### src/hdl/aqstc_defs.vh
// constants for the queue scan and trigger controller
`ifndef AQSTC_DEFS_VH
`define AQSTC_DEFS_VH

// register offsets (byte addresses)
`define AQSTC_OFF_CTRL     8'h00
`define AQSTC_OFF_STAT     8'h04
`define AQSTC_OFF_TCNT     8'h08

// control register fields
`define AQSTC_CTRL_MODE_LSB 0
`define AQSTC_CTRL_MODE_MSB 3
`define AQSTC_CTRL_SSE_BIT  4
`define AQSTC_CTRL_INV_BIT  5
`define AQSTC_CTRL_FE_BIT   6

// status register fields
`define AQSTC_STAT_QS_LSB   0
`define AQSTC_STAT_QS_MSB   1
`define AQSTC_STAT_SSS_BIT  2
`define AQSTC_STAT_PF_BIT   3
`define AQSTC_STAT_TRIGGER_OVERRUN_FLAG_BIT 4
`define AQSTC_STAT_EOQF_BIT 5
`define AQSTC_STAT_FF_BIT   6

// queue operating modes
`define AQSTC_MODE_DISABLED 4'h0
`define AQSTC_MODE_SS_SW    4'h1
`define AQSTC_MODE_SS_RISE  4'h2
`define AQSTC_MODE_SS_FALL  4'h3
`define AQSTC_MODE_SS_BOTH  4'h4
`define AQSTC_MODE_SS_HIGH  4'h5
`define AQSTC_MODE_SS_LOW   4'h6
`define AQSTC_MODE_CS_SW    4'h9
`define AQSTC_MODE_CS_RISE  4'hA
`define AQSTC_MODE_CS_FALL  4'hB
`define AQSTC_MODE_CS_BOTH  4'hC
`define AQSTC_MODE_CS_HIGH  4'hD
`define AQSTC_MODE_CS_LOW   4'hE
// bit 3 of the mode marks continuous scan, bits 2:0 the trigger kind
`define AQSTC_MODE_CS_BIT   3
`define AQSTC_KIND_SW       3'h1
`define AQSTC_KIND_RISE     3'h2
`define AQSTC_KIND_FALL     3'h3
`define AQSTC_KIND_BOTH     3'h4
`define AQSTC_KIND_HIGH     3'h5
`define AQSTC_KIND_LOW      3'h6

// queue status encodings
`define AQSTC_QS_IDLE       2'h0
`define AQSTC_QS_WAIT       2'h2
`define AQSTC_QS_TRIG       2'h3

// reset values
`define AQSTC_RST_TCNT      11'h000

`endif

### src/hdl/aqstc_ctrl.v
// scan mode and trigger control for one command queue
`timescale 1ns/100ps
`include "aqstc_defs.vh"

// What this block does
// - single scan stops after end-of-queue command
// - continuous scan rearms itself after end-of-queue
// - disable accepted anytime; disabled queue never triggers
// - disable: idle now, or finish on-chip transfer
// - disable aborts serial unless 26th bit gone
// - disable keeps contents; invalidate bit clears them
// - disable keeps counter; writing zero clears it
// - disable negates single-scan status; same-write enable works
// - disable resets detection; fresh edge needed after
// - fill requests continue until fill enable cleared
// - software mode triggers on single-scan status
// - single-scan edge and level ignored without single-scan status
// - only hardware or a disable clears single-scan status
// - enable while status set changes nothing
// - pause bit ignored in software and level
// - end-of-queue clears status, stops software/edge modes
// - edge pause stops, keeps status, edge resumes
// - edge while triggered sets trigger overrun
// - gate polarity; status set with gate open triggers
// - gate close stops now or after transfer
// - gate close and reopen within transfer: overrun
module aqstc_ctrl #(
  parameter TCW = 11
) (
  input  wire           ref_clk_i,
  input  wire           arst_n_i,
  input  wire [7:0]     addr_i,
  input  wire [31:0]    wdata_i,
  input  wire           wr_i,
  input  wire           rd_i,
  output reg  [31:0]    rdata_o,
  input  wire           trig_i,
  input  wire           cmd_start_i,
  input  wire           cmd_ext_i,
  input  wire           cmd_done_i,
  input  wire           cmd_eoq_i,
  input  wire           cmd_pause_i,
  input  wire           ser_bit26_i,
  input  wire           fill_flag_i,
  output wire [1:0]     queue_status_o,
  output wire           single_scan_status_o,
  output wire           xfer_enable_o,
  output wire           abort_o,
  output wire           invalidate_o,
  output wire           fill_req_o
);

  ////////////////////////////////////////////////////////////////////
  // state

  reg [3:0]     mode_ff;
  reg [1:0]     status_ff;
  reg           sss_ff;
  reg           pf_ff;
  reg           trigger_overrun_flag_ff;
  reg           eoqf_ff;
  // transfer counter, loaded by software
  reg [TCW-1:0] tc_ff;
  reg           fill_en_ff;
  reg           inflight_ff;
  reg           ext_ff;
  reg           dis_pend_ff;
  reg           gate_pend_ff;
  reg           xfer_en_ff;
  reg           abort_ff;
  reg           inval_ff;
  reg           fill_req_ff;

  // combinational next values, one per register except xfer_en_ff and fill_req_ff
  reg [3:0]     nxt_mode;
  reg [1:0]     nxt_status;
  reg           nxt_sss;
  reg           nxt_pf;
  reg           nxt_trigger_overrun_flag;
  reg           nxt_eoqf;
  reg [TCW-1:0] nxt_tc;
  reg           nxt_fill_en;
  reg           nxt_inflight;
  reg           nxt_ext;
  reg           nxt_dis_pend;
  reg           nxt_gate_pend;
  reg           nxt_abort;
  reg           nxt_inval;
  reg [31:0]    nxt_rdata;

  ////////////////////////////////////////////////////////////////////
  // mode decode and trigger detection

  // mode bit 3: continuous; bits 2:0: trigger kind
  wire [2:0] kind      = mode_ff[2:0];
  wire       is_dis    = (mode_ff == `AQSTC_MODE_DISABLED);
  wire       is_cs     = mode_ff[`AQSTC_MODE_CS_BIT];
  wire       is_sw     = (kind == `AQSTC_KIND_SW);
  wire       is_edge   = (kind == `AQSTC_KIND_RISE) | (kind == `AQSTC_KIND_FALL) |
                         (kind == `AQSTC_KIND_BOTH);
  wire       is_level  = (kind == `AQSTC_KIND_HIGH) | (kind == `AQSTC_KIND_LOW);
  wire       det_en    = ~is_dis & (is_cs | sss_ff);
  wire       edge_evt;
  wire       gate_open;

  // register bus decode; reads answer one cycle later
  wire wr_ctrl = wr_i & (addr_i == `AQSTC_OFF_CTRL);
  wire wr_stat = wr_i & (addr_i == `AQSTC_OFF_STAT);
  wire wr_tcnt = wr_i & (addr_i == `AQSTC_OFF_TCNT);
  wire [3:0] wr_mode = wdata_i[`AQSTC_CTRL_MODE_MSB:`AQSTC_CTRL_MODE_LSB];
  wire [TCW-1:0] tc_inc = tc_ff + {{(TCW-1){1'b0}}, 1'b1};

  // edges count only after detection has been enabled for a cycle
  aqstc_trig_detect u_det (
    .ref_clk_i   (ref_clk_i),
    .arst_n_i    (arst_n_i),
    .trig_i      (trig_i),
    .det_en_i    (det_en),
    .kind_i      (kind),
    .edge_o      (edge_evt),
    .gate_open_o (gate_open)
  );

  ////////////////////////////////////////////////////////////////////
  // next state

  always @* begin
    nxt_mode      = mode_ff;
    nxt_status    = status_ff;
    nxt_sss       = sss_ff;
    nxt_pf        = pf_ff;
    nxt_trigger_overrun_flag      = trigger_overrun_flag_ff;
    nxt_eoqf      = eoqf_ff;
    nxt_tc        = tc_ff;
    nxt_fill_en   = fill_en_ff;
    nxt_inflight  = inflight_ff;
    nxt_ext       = ext_ff;
    nxt_dis_pend  = dis_pend_ff;
    nxt_gate_pend = gate_pend_ff;
    nxt_abort     = 1'b0;
    nxt_inval     = 1'b0;

    // software writes; flag clears come first so hardware sets win
    if (wr_ctrl) begin
      if (wr_mode == `AQSTC_MODE_DISABLED)
        nxt_mode = `AQSTC_MODE_DISABLED;
      else if (is_dis && status_ff == `AQSTC_QS_IDLE)
        nxt_mode = wr_mode;
      nxt_inval   = wdata_i[`AQSTC_CTRL_INV_BIT];
      nxt_fill_en = wdata_i[`AQSTC_CTRL_FE_BIT];
      // set only; a set status stays set without overrun
      if (wdata_i[`AQSTC_CTRL_SSE_BIT] && nxt_mode != `AQSTC_MODE_DISABLED &&
          !nxt_mode[`AQSTC_MODE_CS_BIT])
        nxt_sss = 1'b1;
    end
    if (wr_stat) begin
      if (wdata_i[`AQSTC_STAT_PF_BIT])   nxt_pf   = 1'b0;
      if (wdata_i[`AQSTC_STAT_TRIGGER_OVERRUN_FLAG_BIT]) nxt_trigger_overrun_flag = 1'b0;
      if (wdata_i[`AQSTC_STAT_EOQF_BIT]) nxt_eoqf = 1'b0;
    end
    // counter load; a done in the same cycle wins
    if (wr_tcnt)
      nxt_tc = wdata_i[TCW-1:0];

    // transfer bookkeeping
    if (cmd_start_i) begin
      nxt_inflight = 1'b1;
      nxt_ext      = cmd_ext_i;
    end
    // a done with nothing in flight is ignored
    if (cmd_done_i && inflight_ff) begin
      nxt_inflight = 1'b0;
      nxt_tc       = tc_inc;
      if (cmd_eoq_i)
        nxt_eoqf = 1'b1;
    end

    // disable: finish or abort the transfer in flight
    if (dis_pend_ff || (!is_dis && nxt_mode == `AQSTC_MODE_DISABLED)) begin
      // leaving service: contents and counter are kept
      nxt_sss       = 1'b0;
      nxt_gate_pend = 1'b0;
      if (!inflight_ff || cmd_done_i) begin
        nxt_status   = `AQSTC_QS_IDLE;
        nxt_dis_pend = 1'b0;
      end else if (ext_ff && !ser_bit26_i) begin
        nxt_abort    = 1'b1;
        nxt_inflight = 1'b0;
        nxt_status   = `AQSTC_QS_IDLE;
        nxt_dis_pend = 1'b0;
      end else begin
        nxt_dis_pend = 1'b1;
      end
    end else if (is_dis) begin
      nxt_status = `AQSTC_QS_IDLE;
      if (nxt_mode == `AQSTC_MODE_DISABLED)
        nxt_sss = 1'b0;
    end else begin
      // normal service: idle, waiting and triggered
      case (status_ff)
        `AQSTC_QS_IDLE: begin
          // continuous software mode triggers at once
          if (is_cs && is_sw)
            nxt_status = `AQSTC_QS_TRIG;
          else if (is_cs || is_sw || sss_ff)
            nxt_status = `AQSTC_QS_WAIT;
        end
        `AQSTC_QS_WAIT: begin
          // software mode: single-scan status is the trigger
          if (is_sw && sss_ff)
            nxt_status = `AQSTC_QS_TRIG;
          else if (edge_evt || gate_open)
            nxt_status = `AQSTC_QS_TRIG;
          else if (!is_cs && !is_sw && !sss_ff)
            nxt_status = `AQSTC_QS_IDLE;
        end
        `AQSTC_QS_TRIG: begin
          if (edge_evt)
            nxt_trigger_overrun_flag = 1'b1;
          // gate closing mid-transfer waits for done
          if (is_level && !gate_open && !gate_pend_ff) begin
            if (!inflight_ff || cmd_done_i) begin
              nxt_status = is_cs ? `AQSTC_QS_WAIT : `AQSTC_QS_IDLE;
              nxt_pf     = 1'b1;
              if (!is_cs)
                nxt_sss = 1'b0;
            end else begin
              nxt_gate_pend = 1'b1;
            end
          end else if (gate_pend_ff && gate_open && !cmd_done_i) begin
            nxt_gate_pend = 1'b0;
            nxt_trigger_overrun_flag      = 1'b1;
          end else if (gate_pend_ff && cmd_done_i) begin
            nxt_gate_pend = 1'b0;
            nxt_pf        = 1'b1;
            nxt_status    = is_cs ? `AQSTC_QS_WAIT : `AQSTC_QS_IDLE;
            if (!is_cs)
              nxt_sss = 1'b0;
          end else if (cmd_done_i && inflight_ff && cmd_eoq_i) begin
            if (!is_cs) begin
              nxt_sss    = 1'b0;
              nxt_status = `AQSTC_QS_IDLE;
            end else if (is_edge) begin
              nxt_status = `AQSTC_QS_WAIT;
            end
          end else if (cmd_done_i && inflight_ff && cmd_pause_i && is_edge) begin
            // software and level modes never look at the pause bit
            nxt_status = `AQSTC_QS_WAIT;
            nxt_pf     = 1'b1;
          end
        end
        default: nxt_status = `AQSTC_QS_IDLE;
      endcase
    end
  end

  ////////////////////////////////////////////////////////////////////
  // read data

  // unmapped or idle reads return zero
  always @* begin
    nxt_rdata = 32'h00000000;
    if (rd_i) begin
      case (addr_i)
        `AQSTC_OFF_CTRL: begin
          nxt_rdata[`AQSTC_CTRL_MODE_MSB:`AQSTC_CTRL_MODE_LSB] = mode_ff;
          nxt_rdata[`AQSTC_CTRL_FE_BIT] = fill_en_ff;
        end
        `AQSTC_OFF_STAT: begin
          nxt_rdata[`AQSTC_STAT_QS_MSB:`AQSTC_STAT_QS_LSB] = status_ff;
          nxt_rdata[`AQSTC_STAT_SSS_BIT]  = sss_ff;
          nxt_rdata[`AQSTC_STAT_PF_BIT]   = pf_ff;
          nxt_rdata[`AQSTC_STAT_TRIGGER_OVERRUN_FLAG_BIT] = trigger_overrun_flag_ff;
          nxt_rdata[`AQSTC_STAT_EOQF_BIT] = eoqf_ff;
          nxt_rdata[`AQSTC_STAT_FF_BIT]   = fill_flag_i;
        end
        `AQSTC_OFF_TCNT: nxt_rdata[TCW-1:0] = tc_ff;
        default:         nxt_rdata = 32'h00000000;
      endcase
    end
  end

  ////////////////////////////////////////////////////////////////////
  // registers

  always @(posedge ref_clk_i or negedge arst_n_i) begin
    if (!arst_n_i) begin
      mode_ff      <= `AQSTC_MODE_DISABLED;
      status_ff    <= `AQSTC_QS_IDLE;
      sss_ff       <= 1'b0;
      pf_ff        <= 1'b0;
      trigger_overrun_flag_ff      <= 1'b0;
      eoqf_ff      <= 1'b0;
      tc_ff        <= `AQSTC_RST_TCNT;
      fill_en_ff   <= 1'b0;
      inflight_ff  <= 1'b0;
      ext_ff       <= 1'b0;
      dis_pend_ff  <= 1'b0;
      gate_pend_ff <= 1'b0;
      xfer_en_ff   <= 1'b0;
      abort_ff     <= 1'b0;
      inval_ff     <= 1'b0;
      fill_req_ff  <= 1'b0;
      rdata_o      <= 32'h00000000;
    end else begin
      mode_ff      <= nxt_mode;
      status_ff    <= nxt_status;
      sss_ff       <= nxt_sss;
      pf_ff        <= nxt_pf;
      trigger_overrun_flag_ff      <= nxt_trigger_overrun_flag;
      eoqf_ff      <= nxt_eoqf;
      tc_ff        <= nxt_tc;
      fill_en_ff   <= nxt_fill_en;
      inflight_ff  <= nxt_inflight;
      ext_ff       <= nxt_ext;
      dis_pend_ff  <= nxt_dis_pend;
      gate_pend_ff <= nxt_gate_pend;
      // no new transfers once a stop is pending
      xfer_en_ff   <= (nxt_status == `AQSTC_QS_TRIG) & ~nxt_dis_pend &
                      ~nxt_gate_pend & (nxt_mode != `AQSTC_MODE_DISABLED);
      // pulses last one cycle; levels hold
      abort_ff     <= nxt_abort;
      inval_ff     <= nxt_inval;
      fill_req_ff  <= fill_flag_i & nxt_fill_en;
      rdata_o      <= nxt_rdata;
    end
  end

  // outputs straight from the flops
  assign queue_status_o       = status_ff;
  assign single_scan_status_o = sss_ff;
  assign xfer_enable_o        = xfer_en_ff;
  assign abort_o              = abort_ff;
  assign invalidate_o         = inval_ff;
  assign fill_req_o           = fill_req_ff;

endmodule

### src/hdl/aqstc_trig_detect.v
// edge and level trigger detection for one command queue
`timescale 1ns/100ps
`include "aqstc_defs.vh"

module aqstc_trig_detect (
  input  wire       ref_clk_i,
  input  wire       arst_n_i,
  input  wire       trig_i,
  input  wire       det_en_i,
  input  wire [2:0] kind_i,
  output wire       edge_o,
  output wire       gate_open_o
);

  reg prev_ff;
  reg armed_ff;

  // previous level always tracks; armed only after a cycle of enable
  always @(posedge ref_clk_i or negedge arst_n_i) begin
    if (!arst_n_i) begin
      prev_ff  <= 1'b0;
      armed_ff <= 1'b0;
    end else begin
      prev_ff  <= trig_i;
      armed_ff <= det_en_i;
    end
  end

  wire rise = trig_i & ~prev_ff;
  wire fall = ~trig_i & prev_ff;

  // a disarmed detector forgets history: only a fresh edge counts
  assign edge_o = det_en_i & armed_ff &
                  (((kind_i == `AQSTC_KIND_RISE) & rise) |
                   ((kind_i == `AQSTC_KIND_FALL) & fall) |
                   ((kind_i == `AQSTC_KIND_BOTH) & (rise | fall)));

  assign gate_open_o = det_en_i &
                       (((kind_i == `AQSTC_KIND_HIGH) & trig_i) |
                        ((kind_i == `AQSTC_KIND_LOW) & ~trig_i));

endmodule

### config.mk
export PLATFORM = sky130hd
export DESIGN_NAME = aqstc_ctrl
export DESIGN_NICKNAME = d
export VERILOG_FILES = /design/src/hdl/aqstc_ctrl.v /design/src/hdl/aqstc_trig_detect.v
export VERILOG_INCLUDE_DIRS = /design/src /design/src/hdl
export SDC_FILE = /design/constraint.sdc
export NUM_CORES = 1
export LEC_CHECK = 0
export BUFFER_PORTS_ARGS = -buffer_cell sky130_fd_sc_hd__buf_2
export CAP_MARGIN = 25
export CORE_MARGIN = 5
export CORE_UTILIZATION = 40
export CTS_CLUSTER_SIZE = 24
export DETAILED_ROUTE_END_ITERATION = 6
export GPL_TIMING_DRIVEN = 0
export HOLD_SLACK_MARGIN = 0.02
export PLACE_DENSITY_LB_ADDON = 0.1
export SLEW_MARGIN = 20
export SYNTH_ARGS = -nofsm -noshare
export SYNTH_HDL_FRONTEND = slang
export SYNTH_SLANG_ARGS = --single-unit
export TNS_END_PERCENT = 1
### constraint.sdc
create_clock -name ref_clk_i -period 2.16 [get_ports ref_clk_i]
set_input_delay 0.108 -clock ref_clk_i [delete_from_list [all_inputs] [get_ports ref_clk_i]]
set_output_delay 0.108 -clock ref_clk_i [all_outputs]
set_load 0.01 [all_outputs]
# Yosys cells after proc, flatten, opt, wreduce, memory -nomap -nowiden
# Cells that the tools add are included.
# W data, S select, Z words.
dict set report op_classes {
  addsub 1
  eq_ne 11
  muxes 85
  n_bitwise 31
  n_reduce_logical 41
}
# cell count
set ops {}
lappend ops {{$mux W1} 55}
lappend ops {{$mux W2} 18}
lappend ops {{$mux W11} 3}
lappend ops {{$mux W4} 5}
lappend ops {{$and A1 B1 Y1} 18}
lappend ops {{$logic_and A1 B1 Y1} 18}
lappend ops {{$logic_not A4 Y1} 3}
lappend ops {{$pmux W4 S3} 1}
lappend ops {{$add A11 B1 Y11 const B} 1}
lappend ops {{$logic_not A1 Y1} 10}
lappend ops {{$eq A3 B3 Y1 const B} 3}
lappend ops {{$eq A8 B3 Y1 const B} 1}
lappend ops {{$eq A8 B4 Y1 const B} 1}
lappend ops {{$logic_not A8 Y1} 1}
lappend ops {{$or A1 B1 Y1} 8}
lappend ops {{$reduce_bool A4 Y1} 2}
lappend ops {{$eq A2 B2 Y1 const B} 3}
lappend ops {{$eq A3 B2 Y1 const B} 2}
lappend ops {{$pmux W2 S3} 1}
lappend ops {{$logic_or A1 B1 Y1} 5}
lappend ops {{$not A1 Y1} 5}
lappend ops {{$pmux W2 S2} 1}
lappend ops {{$eq A3 B1 Y1 const B} 1}
lappend ops {{$pmux W1 S3} 1}
lappend ops {{2 further kinds} 2}
dict set report totals {
  register_bits 64
  inputBits 52
  out_inout_bits 39
  elab_cells 188
}

# Depth between registers and ports, before layout
dict set report depth {
  depth_word 18
  ltp_mapped 7
  depth_no_buf 7
}

# Cells and area by module
# From an unflattened synthesis, not the netlist that was laid out.
dict set report unflattened {
  cells_unflattened 283
  hier_area_um2 2541.2
}
# mod instances cells_per_inst area_each_um2 seq_area_each_um2
set modules_own_cells {}
lappend modules_own_cells {aqstc_ctrl 1 268 2394.8 1026.0}
lappend modules_own_cells {aqstc_trig_detect 1 15 146.4 50.0}

# Worst setup path after synthesis
# Ideal clock, no wire load.
dict set report synth_path {
  kind {reg2reg}
  from {register u_det.prev_ff}
  to {register xfer_en_ff (netlist: xfer_enable_o)}
  setup_ns 0.087
  arrival_ns 1.771
  required_time_ns 2.073
  setup_slack_ns 0.303
  path_stages_with_launch 7
  path_buffers 0
  synth_period_minus_slack_ns 1.857
  cell_sequence {dfrtp_1 ha_1 or4b_2 o21ai_0 and3_1 o2111ai_2 a211oi_2}
}
dict set report synth_between {
  elab_chain_cells 16
  word_cells_on_any_way 20
  cone_classes {eq/ne (1); mux (5); bitwise (13); reduce/logical (1)}
}
# item line
set synth_lines {}
lappend synth_lines {{start: declaration} aqstc_trig_detect.v:15} ;# reg prev_ff;
lappend synth_lines {{start signal: assignment} aqstc_trig_detect.v:24} ;# prev_ff <= trig_i;
lappend synth_lines {{$not A1 Y1} aqstc_trig_detect.v:29} ;# wire rise = trig_i & ~prev_ff;
lappend synth_lines {{$and A1 B1 Y1} aqstc_trig_detect.v:29}
lappend synth_lines {{$and A1 B1 Y1 or $or A1 B1 Y1 (tied branches)} {aqstc_trig_detect.v:34, aqstc_trig_detect.v:36}}
lappend synth_lines {{$or A1 B1 Y1 or $and A1 B1 Y1 (tied branches)} {aqstc_trig_detect.v:34, aqstc_trig_detect.v:36}}
lappend synth_lines {{$or A1 B1 Y1 *} aqstc_trig_detect.v:34} ;# (((kind_i == `AQSTC_KIND_RISE) & rise) |
lappend synth_lines {{$and A1 B1 Y1 *} aqstc_trig_detect.v:33} ;# assign edge_o = det_en_i & armed_ff &
lappend synth_lines {{$logic_or A1 B1 Y1 *} aqstc_ctrl.v:212} ;# else if (edge_evt || gate_open)
lappend synth_lines {{$mux W2 *} aqstc_ctrl.v:212}
lappend synth_lines {{$mux W2 *} aqstc_ctrl.v:210} ;# if (is_sw && sss_ff)
lappend synth_lines {{$pmux W2 S3 *} aqstc_ctrl.v:200} ;# case (status_ff)
lappend synth_lines {{$mux W2 *} aqstc_ctrl.v:194} ;# end else if (is_dis) begin
lappend synth_lines {{$mux W2 *} aqstc_ctrl.v:179} ;# if (dis_pend_ff || (!is_dis && nxt_mode == `AQSTC_MODE_DISABLED)) begin
lappend synth_lines {{$eq A2 B2 Y1 (no line) *} --}
lappend synth_lines {{$and A1 B1 Y1 * (3 in a row)} aqstc_ctrl.v:319} ;# xfer_en_ff <= (nxt_status == `AQSTC_QS_TRIG) & ~nxt_dis_pend &
lappend synth_lines {{end signal: assignment} aqstc_ctrl.v:319}
lappend synth_lines {{end: declaration} aqstc_ctrl.v:69} ;# reg xfer_en_ff;
# Mark *: on every way between the ends. The rest lies on a longest branch, timed or not.
# A chain may end at the register's enable or synchronous reset.

# Worst setup path after layout
dict set report layout_path {
  from {register mode_ff[0]}
  to {register status_ff[0] (netlist: queue_status_o[0])}
}
dict set report layout_between {
  elab_chain_cells 12
  word_cells_on_any_way 61
  cone_classes {eq/ne (6); mux (19); bitwise (16); reduce/logical (20)}
}
# item line
set layout_lines {}
lappend layout_lines {{start: declaration} aqstc_ctrl.v:56} ;# reg [3:0] mode_ff;
lappend layout_lines {{start signal: assignment} aqstc_ctrl.v:288} ;# mode_ff <= `AQSTC_MODE_DISABLED;
lappend layout_lines {{start signal: assignment} aqstc_ctrl.v:306} ;# mode_ff <= nxt_mode;
lappend layout_lines {{$eq A3 B2 Y1 (no line)} --}
lappend layout_lines {{$or A1 B1 Y1 (2 in a row)} aqstc_ctrl.v:99} ;# wire is_edge = (kind == `AQSTC_KIND_RISE) | (kind == `AQSTC_KIND_FALL) |
lappend layout_lines {{$mux W2 or $logic_and A1 B1 Y1 (tied branches)} {aqstc_ctrl.v:243, aqstc_ctrl.v:246}}
lappend layout_lines {{$mux W2, on equally long branches} {aqstc_ctrl.v:240, aqstc_ctrl.v:246}}
lappend layout_lines {{$mux W2} aqstc_ctrl.v:239} ;# end else if (cmd_done_i && inflight_ff && cmd_eoq_i) begin
lappend layout_lines {{$mux W2} aqstc_ctrl.v:233} ;# end else if (gate_pend_ff && cmd_done_i) begin
lappend layout_lines {{$mux W2} aqstc_ctrl.v:230} ;# end else if (gate_pend_ff && gate_open && !cmd_done_i) begin
lappend layout_lines {{$mux W2} aqstc_ctrl.v:221} ;# if (is_level && !gate_open && !gate_pend_ff) begin
lappend layout_lines {{$pmux W2 S3} aqstc_ctrl.v:200}
lappend layout_lines {{$mux W2} aqstc_ctrl.v:194}
lappend layout_lines {{$mux W2 *} aqstc_ctrl.v:179}
lappend layout_lines {{net nxt_status[0]} aqstc_ctrl.v:76} ;# reg [1:0] nxt_status;
lappend layout_lines {{end signal: assignment} aqstc_ctrl.v:289} ;# status_ff <= `AQSTC_QS_IDLE;
lappend layout_lines {{end signal: assignment} aqstc_ctrl.v:307} ;# status_ff <= nxt_status;
lappend layout_lines {{end: declaration} aqstc_ctrl.v:57} ;# reg [1:0] status_ff;
# Mark *: on every way through the listed nets, which the timed path passes. The rest lies on a longest branch. The select of a mux whose other input is x is not followed.

==> out/qor.txt <==
area growth from synthesis to layout: 20.6%
GRT Util Overall: 17.3%
clk root buf: clkbuf_8
Synth warnings: 0
Worst Hold End: ext_ff
largest net degree at the start of global routing: 44
die width: 90.9 um
Worst VDD drop: 356 uV
worst-margin pin slew: 667 ps
H-tree depth: 2
Final Non-Filler Cells: 445
Worst Hold Class: in -> reg
PwrDens: 701 mW/mm^2
later-pin clock latency in the skew report: 300 ps
endpoints failing hold: 0
Synth Register Bits: 43
TritonCTS Buffers: 5
TritonCTS Sinks: 43
Starting Density: 41.2%
IO Pins: 91
post-route cell area: 0.00316 mm^2
Final nets: 422
Avg Inst Size Synth: 8.99 um^2
ant diodes: 0
CTS Buffer Depth: 2
WS Path Type: reg -> reg
Die Ht: 90.9 um
Arr. time, crit path: 2210 ps
FF-to-FF setup slack: 160 ps
Final period util: 92.4%
routed vias: 2376
Synth Instances: 291
Synth Flop Type: dfrtp_1
Leak: 0.00156 uW
total gr overflow: 0
Netlist cell types: 64
Post-synth EDFFs: 0
max-cap viol count: 0
RSZ-0062 raised after global routing: false
CTS tree: built
slew margin rel.: 54.4%
gpl congestion: 0.819
max frequency: 501 MHz
Core Region: 0.00635 mm^2
DR pass1 iterations: 4
Fill cells: 629
Pins Over Slew Limit: 0
Overall Power: 2210 uW
first-pass GRT wire length: 11700 um
WHS Path Cells: 2
CTS clock-pin slew for the worst setup and hold paths: 80 ps
Worst Path Required: 2370 ps
Final Skew: 4.38 ps
vias in the first global route: 2360
initial detailed-routing violation count: 93
antenna violations before repair: 0
reg2reg path depth: 6
ys async rst share: 100%
endpoints failing setup: 0
startpoint types: flip-flop
Detail Placement HPWL: 5160 um
Worst Min Path Start: cmd_ext_i
antenna viol nets, final: 0
Final min period: 2000 ps
Routed WL: 6970 um
worst-path fanout max: 10
Die Area: 0.00826 mm^2
reg2reg start: mode_ff[0]
Wirelength per Cell: 15.7 um
dpl cell area: 0.00302 mm^2
DRC viols: 0
detail-routed via count per cell: 5.34
number of I/O port buffers: 47
share of layout cells above drive strength 1: 27.7%
setup TNS: 0 ps
FP Rows: 29
placed insts: 435
sequential fraction of the synthesis area: 41.1%
Syn Std Cell Area: 0.00262 mm^2
final core occ: 49.7%
Setup crit end kind: flip-flop
worst flop-to-flop path endpoint: queue_status_o[0]
outcome: completed
==> metal layers <==
metal,track usage [%],vias up,wire [um]
li1,-,1165,-
met4,4.40,0,82
met3,3.67,8,508
met1,24.9,1108,3170
met2,26.3,95,3210
met5,0,-,0
==> critical path, cell delays in order (launching register included) <==
cell and delay [ps]:
dfrtp_1 440, buf_4 200, or3_2 460, o2bb2ai_2 190, and4_4 280, nor2_1 80, o32ai_2 260
==> report_power, final <==
part | total [uW] | switching (uW) | internal [uW] | leakage [uW]
combinational | 600 | 344 | 257 | 0.00102
clock | 515 | 289 | 226 | 0.0000412
sequential | 1100 | 160 | 938 | 0.000503
total | 2210 | 792 | 1420 | 0.00156
==> worst max-delay path by stage <==
stage / slack (ps) / start / cells past startpoint / end
final: 160 / mode_ff[0] / 6 / queue_status_o[0]
after global routing: 40 / mode_ff[2] / 6 / xfer_enable_o
after CTS: 50 / mode_ff[1] / 5 / xfer_enable_o
after detailed placement: 60 / mode_ff[1] / 5 / xfer_enable_o
after global placement: -2 / mode_ff[1] / 5 / xfer_enable_o
after floorplan: 300 / u_det.prev_ff / 6 / xfer_enable_o
==> cell usage in the layout, fill, tap and decap left out, drive strengths merged, types with 4 or more instances in the layout <==
cell type and count:
nand4 5, nand2 22, o21ai 20, conb 21, nor3 8, clkbuf 11
buf 72, or3 4, nor2 33, inv 15, and2 4, nor4 4
nand3 8, a21oi 21, mux2i 7, and3 8, dfrtp 43
==> state kept, by name, summed over array words and instances, names as in the netlist, 2 cells and up <==
signal / count
tc_ff: 11
mode_ff: 4
queue_status_o: 2
rdata_o: 11
==> metrics by stage <==
stage	hold WS [ps]	setup slack [ps]
after CTS	33.1	50.6
after global placement	296	-2.21
after detailed placement	301	65.0
after floorplan	-188	303
after global routing	38.5	41.5
final	36.9	164
==> cells by family (layout without fill, tap and decap cells) <==
logic type | after synthesis | count (layout) | share of synthesized area [%]
compound gates | 74 | 74 | 19.5
fa+ha+maj | 3 | 3 | 1.43
buf+inv | 45 | 102 | 10.1
flops | 43 | 43 | 41.1
mux | 9 | 9 | 3.54
other cells | 1 | 21 | 0.143
simple gates | 116 | 116 | 24.2
==> final cells by class <==
cell class | instances | area [um^2] | area share [%]
Multi-Input combinational cell | 223 | 1380 | 43.6
Sequential cell | 43 | 1080 | 34.1
Timing Repair Buffer | 49 | 258 | 8.17
Buffer | 30 | 208 | 6.58
Tap cell | 77 | 96.3 | 3.05
Clock buffer | 6 | 72.6 | 2.30
Inverter | 15 | 56.3 | 1.78
Clock inverter | 2 | 12.5 | 0.397
==> cell usage after synthesis, drive strengths merged (4+ instances only) <==
cell     n  area share (%)
dfrtp   43              41
nor3     8             1.7
and3     8             1.9
inv     15             2.2
nor4     4             1.8
nand4    5             1.2
nand2   22             3.2
and2     4            0.96
a21oi   21             4.2
nand3    8             1.5
nor2    33             4.7
buf     25             7.2
o21ai   20             4.0
or3      4             1.0
mux2i    7             2.7
clkbuf   5            0.72
==> timing repair <==
action                                 4_1_cts  5_1_grt
setup endpoints to repair                    0        3
endpoints found under the hold margin       14        0
hold buffers                                 2        0
gates resized for setup                      0        4
setup buffers                                0        0
Note: power is estimated with default switching activity, not from simulation.
